===== config.mk =====
export PLATFORM = sky130hd
export DESIGN_NAME = awot_core
export DESIGN_NICKNAME = d
export VERILOG_FILES = /design/src/design/awot_pkg.sv /design/src/design/awot_core.sv
export SDC_FILE = /design/constraint.sdc
export NUM_CORES = 2
export LEC_CHECK = 0
export BUFFER_PORTS_ARGS = -buffer_cell sky130_fd_sc_hd__buf_2
export CAP_MARGIN = 10
export CORE_AREA = 2 2 410 412
export CTS_BUF_LIST = sky130_fd_sc_hd__clkbuf_4 sky130_fd_sc_hd__clkbuf_8
export DETAILED_ROUTE_END_ITERATION = 10
export DIE_AREA = 0 0 412 414
export PLACE_DENSITY_LB_ADDON = 0.15
export SLEW_MARGIN = 10
export SYNTH_ARGS = -nofsm -noshare
export SYNTH_HDL_FRONTEND = slang
export SYNTH_SLANG_ARGS = --single-unit

===== constraint.sdc =====
create_clock -name ref_clk -period 6.5 [get_ports ref_clk]
set_clock_uncertainty 0.05 [all_clocks]
set_input_delay 0.975 -clock ref_clk [delete_from_list [all_inputs] [get_ports ref_clk]]
set_output_delay 0.975 -clock ref_clk [all_outputs]
set_load 0.005 [all_outputs]

===== src/design/awot_pkg.sv =====
package awot_pkg;

  // ************************************
  // Instruction word layout
  // ************************************
  localparam int OPCODE_HI = 31;
  localparam int OPCODE_LO = 26;
  localparam int SRC_A_HI = 25;
  localparam int SRC_A_LO = 21;
  localparam int SRC_B_HI = 20;
  localparam int SRC_B_LO = 16;
  localparam int DEST_HI = 15;
  localparam int DEST_LO = 11;
  localparam int ZERO_HI = 10;
  localparam int ZERO_LO = 6;
  localparam int FUNCT_HI = 5;
  localparam int FUNCT_LO = 0;

  localparam logic [5:0] OPC_REG_FORMAT = 6'h00;
  localparam logic [5:0] FN_TRAPPING_SUM = 6'h20;
  localparam logic [5:0] FN_WRAPPING_SUM = 6'h21;
  localparam logic [4:0] ZERO_FIELD_VALUE = 5'h00;

  // ************************************
  // Register file and reset values
  // ************************************
  localparam int NUM_REGS = 32;
  localparam logic [31:0] REG_RESET = 32'h0000_0000;
  localparam logic [4:0] REG_ZERO_INDEX = 5'h00;

  typedef struct packed {
    logic [4:0] dest_index;
    logic [31:0] value;
  } awot_wb_t;

endpackage


===== src/design/awot_core.sv =====
module awot_core (
  // Clock and reset
  input wire logic ref_clk,
  input wire logic reset,
  // Instruction issue
  input wire logic issue_valid,
  input wire logic [31:0] instr_word,
  // Operand preload
  input wire logic load_valid,
  input wire logic [4:0] load_index,
  input wire logic [31:0] load_value,
  // Results
  output logic retire_valid_q,
  output logic overflow_exc_q,
  output logic field_fault_q,
  output logic unsupported_q,
  output awot_pkg::awot_wb_t writeback_q,
  output logic wb_enable_q
);

  // ************************************
  // Decode
  // ************************************
  function automatic logic [32:0] sext33(input logic [31:0] v);
    sext33 = {v[31], v};
  endfunction

  wire logic [5:0] opcode = instr_word[awot_pkg::OPCODE_HI:awot_pkg::OPCODE_LO];
  wire logic [4:0] source_a_index = instr_word[awot_pkg::SRC_A_HI:awot_pkg::SRC_A_LO];
  wire logic [4:0] source_b_index = instr_word[awot_pkg::SRC_B_HI:awot_pkg::SRC_B_LO];
  wire logic [4:0] dest_index = instr_word[awot_pkg::DEST_HI:awot_pkg::DEST_LO];
  wire logic [4:0] zero_field = instr_word[awot_pkg::ZERO_HI:awot_pkg::ZERO_LO];
  wire logic [5:0] funct = instr_word[awot_pkg::FUNCT_HI:awot_pkg::FUNCT_LO];

  wire logic is_reg_fmt = (opcode == awot_pkg::OPC_REG_FORMAT);
  wire logic is_trapping = is_reg_fmt && (funct == awot_pkg::FN_TRAPPING_SUM);
  wire logic is_wrapping = is_reg_fmt && (funct == awot_pkg::FN_WRAPPING_SUM);
  wire logic is_sum = is_trapping || is_wrapping;
  wire logic zero_bad = (zero_field != awot_pkg::ZERO_FIELD_VALUE);

  // ************************************
  // General register file
  // ************************************
  logic [31:0] general_register_file [awot_pkg::NUM_REGS];

  wire logic [31:0] op_a = general_register_file[source_a_index];
  wire logic [31:0] op_b = general_register_file[source_b_index];

  // ************************************
  // Adder and overflow
  // ************************************
  wire logic [32:0] sum33 = sext33(op_a) + sext33(op_b);
  wire logic overflow = (sum33[32] != sum33[31]);

  wire logic exec_ok = issue_valid && is_sum && !zero_bad;
  wire logic trap_now = exec_ok && is_trapping && overflow;
  wire logic write_now = exec_ok && (is_wrapping || !overflow);
  // Register 0 stays fixed at zero
  wire logic load_now = load_valid && (load_index != awot_pkg::REG_ZERO_INDEX);
  wire logic sum_write_now = write_now && (dest_index != awot_pkg::REG_ZERO_INDEX);

  always_ff @(posedge ref_clk) begin
    if (reset) begin
      for (int i = 0; i < awot_pkg::NUM_REGS; i++) begin
        general_register_file[i] <= awot_pkg::REG_RESET;
      end
    end else begin
      if (load_now) begin
        general_register_file[load_index] <= load_value;
      end
      // Sum write wins over a preload to the same index
      if (sum_write_now) begin
        general_register_file[dest_index] <= sum33[31:0];
      end
    end
  end

  // ************************************
  // Result flops
  // ************************************
  always_ff @(posedge ref_clk) begin
    if (reset) begin
      retire_valid_q <= 1'b0;
      overflow_exc_q <= 1'b0;
      field_fault_q <= 1'b0;
      unsupported_q <= 1'b0;
      wb_enable_q <= 1'b0;
      writeback_q <= '0;
    end else begin
      retire_valid_q <= issue_valid;
      overflow_exc_q <= trap_now;
      field_fault_q <= issue_valid && is_sum && zero_bad;
      unsupported_q <= issue_valid && !is_sum;
      wb_enable_q <= write_now;
      writeback_q <= '{dest_index: dest_index, value: sum33[31:0]};
    end
  end
endmodule


---- Yosys cells after proc, flatten, opt, wreduce, memory -nomap -nowiden ----
Memory sizes are Yosys's and may differ from the RTL's.
Index checks and enable logic that the tools add are counted.
storage, ports and cells
  input bits .............................. 73
  word-level logic and storage cells ...... 48
  output and inout bits ................... 42
  memories kept ........................... 1
  register bits ........................... 42
  bits in writable memories ............... 1024
memory list
  memory                 words  width  read ports  clocked after Yosys merged registers in  write ports  line             RTL
  general_register_file  32     32     2           0                                        32           awot_core.sv:44  logic [31:0] general_register_file [awot_pkg::NUM_REGS];
cells by class
  multiplexer cells ....................... 14
  add/subtract/negate cells ............... 1
  reductions and logical operators ........ 22
  equal/unequal tests ..................... 3
operator list
  operator            count
  $mux 32             2
  $reduce_or 32->1    2
  $add 32x32->33      1
  $reduce_bool 5->1   3
  $eq 6x6->1 const B  2
  $logic_and 1x1->1   11
  $mux 1              10
  $mux 5              2
  $logic_not 6->1     1
  $logic_not 1->1     3
  $logic_or 1x1->1    2
  $ne 1x1->1          1

---- Logic depth before layout (Yosys ltp) ----
  word-level depth ........................ 12
  mapped depth ............................ 19
  mapped depth without buffers ............ 13

---- Worst setup path after synthesis ----
No wires, ideal clock.
  kind .................................... input to register
  from .................................... in instr_word[16]
  to ...................................... mem general_register_file[7][0], enable pin
  setup time .............................. 389 ps
  path buffers ............................ 6
  data required time ...................... 6061 ps
  stages on the path ...................... 19
  arrival time ............................ 6478 ps
  path slack .............................. -417 ps
  path through ............................ clkbuf_1 -> buf_1 -> buf_1 -> mux4_2 -> mux4_2 -> mux2_2 -> ha_1 -> fa_1 -> a21oi_1 -> o21ai_0 -> nand4_1 -> a211o_1 -> a31oi_1 -> xnor2_1 -> buf_4 -> buf_6 -> o2111ai_2 -> buf_4 -> nand2_1
RTL lines
  item             line             RTL
  start, declared  awot_core.sv:7   input wire logic [31:0] instr_word,
  end, declared    awot_core.sv:44

==> metrics.txt <==
outcome=finished clean; worst hold slack=roughly 0.2 ns; drc violations=0; critical path peak fanout=16; max_cap viols=0; Overflow after GRT=0; CTS tree=yes; Starting Density=around two fifths; Synth area leader=edfxtp_1; pwr/cell area=274 nW/um2; number of synthesized register bits=1066; top cell type's share of synthesized area=46.5%; Setup-failing EPs final=0; final non-filler cell total=7448; sequential share of the synthesized area=47.7%; Critical R2R Capture=general_register_file[8][1]; # H-tree levels=4; Vias/cell=roughly 6.5; final wirelength=294000 um; R2R cell count=15; Hold Startpoint=instr_word[3]; die height=414 um; post-synthesis xor/xnor area fraction=0.371%; endpoint class of the critical path=flip-flop; Synth cell types=67; Lkg Pwr=roughly 33 nW; kind of critical path=in2reg; worst setup margin=0.842 ns; Clk Latency, worst-skew pair=1.02 ns; Worst Hold Path EP=unsupported_q; final instance area=around 79000 um2; Final ANT Viol Nets=0; total track usage=between 30% and 40%; Setup crit start kind=input port; CTS sink count=1066; I/O Buffers=114; aggregate negative setup slack=0 ns; largest net degree at the start of global routing=58; Initial DRC Count=~7300; Hold Path Class=in2reg; post-CTS setup repair buffer count=0; vias in the first global route=47600; Slew Limit Fails=0; adder-cell share of the synthesized area=0.635%; Hold Fails Final Rpt=0; Clock Path Buffers=3; first-pass iteration count of the detailed router=5; max_slew headroom=19.3%; first-pass GRT wire length=399000 um; Placement Setup Slack=0.0331 ns; Layout Nets=5188; Post-Synth Simple-Gate Area=7.34%; FFs w/ async S/R, synth=0%; FMAX=0.177 GHz; die width=412 um; post-synthesis instance area=66200 um2; largest family of logic cells by synthesized area=multiplexers; number of buffers created by CTS=197; Clk pin slew, worst setup/hold paths=0.06 ns; routability congestion estimate=between 0.9 and 1; multiplexer area fraction after synthesis=between 30% and 40%; post-synthesis average cell area=13.8 um2; Synth-to-Final Area Change=19.5%; Syn Inst Count=4793; Post-CTS Hold Fix Bufs=0; vias=48600; Tot Pwr=21.7 mW; wire per inst=39.5 um; Synth area leaders=edfxtp_1, mux4_2, mux2i_1; PostCTS Resize Cnt=0; worst path required time=7.21 ns; RSZ-0062 raised after global routing=false; Site Rows=150; initial antenna violation count=16; Worst EP arrival=6.37 ns; Ys Warns=0; Worst VDD drop=264 uV; hold path cells=3; EDFF count, synth=1024; HPWL after DPL=199000 um; IO Count=about 120; fin crit period=5.66 ns; compound-cell area share of the yosys netlist=2.19%; Slew @ Worst Pin=1.21 ns; reg-to-reg setup timing slack=~0.98 ns; Post-Place Cells=7087; reg2reg start=general_register_file[7][2]; Placed Area=75000 um2; Top FF cell, synth=edfxtp_1; fin crit share=87.0%; die area=approximately 170000 um2; layout cells sized above 1=between 30 and 40%; CTS root buffer=clkbuf_8; core area=about 170000 um2; utilization after layout=47.6%
final cells by class:
type                            count  area, um2
Timing Repair Buffer              630       7390
Tap cell                         2204       2760
Fill cell                       14700      87200
Clock buffer                      282       3470
Multi-Input combinational cell   3177      33200
Sequential cell                  1066      31600
Clock inverter                     71        566
Antenna cell                        8       20.0
Inverter                           10       37.5
per-layer routing:
metal / global-route usage, % / up-vias / share of wire (%)
li1: - / 19000 / -
met1: 47.3 / 25600 / 39
met2: 51.4 / 3327 / 45
met3: 7.82 / 636 / 11
met4: 15.1 / 4 / 5.1
met5: 0 / - / 0.0092
report_power, final:
part	switching, mW	internal (mW)	leakage, nW	total [mW]
registers	0.218	7.98	10.1	8.19
logic	4.18	2.41	20.4	6.59
clock network	3.25	3.63	2.15	6.88
total	7.65	14.0	32.7	21.7
cells by family after synthesis:
logic type / after synthesis
AO/OA/AOI/OAI: 154
multiplexers: 1696
buffers and inverters: 581
XOR/XNOR: 28
AND/OR/NAND/NOR: 1234
adder cells (fa/ha/maj): 33
other: 1
flip-flops: 1066
how the worst max path moves through the flow:
stage / cells after the start / startpoint / slack [ns] / end
floorplan: 18 / instr_word[16] / 0.08 / general_register_file[7][0]
global placement: 21 / instr_word[16] / -0.009 / general_register_file[28][4]
detailed placement: 19 / instr_word[16] / 0.03 / general_register_file[8][1]
CTS: 19 / instr_word[16] / 1.04 / general_register_file[8][1]
global route: 19 / instr_word[16] / 0.81 / general_register_file[8][1]
finish: 20 / instr_word[16] / 0.84 / general_register_file[8][1]
synth_stat cells (5+ instances only):
library cell  number
mux2_2            64
mux2i_1          992
o21a_1            11
clkbuf_1         413
o2111ai_4         10
buf_2             13
xor2_1             8
buf_1             57
o21bai_1           6
o21ai_0           12
nor2b_1           12
mux4_2           640
xnor2_1           20
a211oi_1           5
o2111ai_2         20
ha_1              32
nand4_1            6
nand2b_1           7
a21oi_1           34
o2111ai_1         24
inv_1             10
nand2_1         1047
nand3b_1           6
buf_4             84
nand3_1            7
and3_1             5
and2_1             6
edfxtp_1        1024
nor3b_1            6
nor2_1           110
dfxtp_1           42
cells in the final DEF (no fill, tap or decap), types with 65 or more instances in the layout:
master	netlist	routed
buf_12	0	230
clkbuf_4	0	65
mux4_2	640	640
mux2i_1	992	992
nor2_1	110	78
buf_2	13	104
clkbuf_8	0	217
buf_4	84	289
nand2_1	1047	1017
edfxtp_1	1024	1024
critical path, stage by stage:
cell and delay [ns]:
buf_8 0.14, buf_12 0.25, buf_12 0.22, mux4_2 0.53, mux4_2 0.50, mux2_2 0.29, ha_1 0.47, buf_4 0.18
buf_4 0.11, and4_1 0.26, nand4_1 0.23, nand4_1 0.22, o21ai_0 0.12, a31oi_2 0.25, xnor2_2 0.12, buf_12 0.18
buf_4 0.18, o2111ai_4 0.36, buf_4 0.34, mux2i_1 0.35
flip-flops by register name (all words and copies together) (netlist names):
name and count:
wb_enable_q 1, general_register_file 1024, unsupported_q 1, field_fault_q 1, overflow_exc_q 1, retire_valid_q 1, writeback_q 37
No activity file was read; power rests on OpenSTA's default activity.
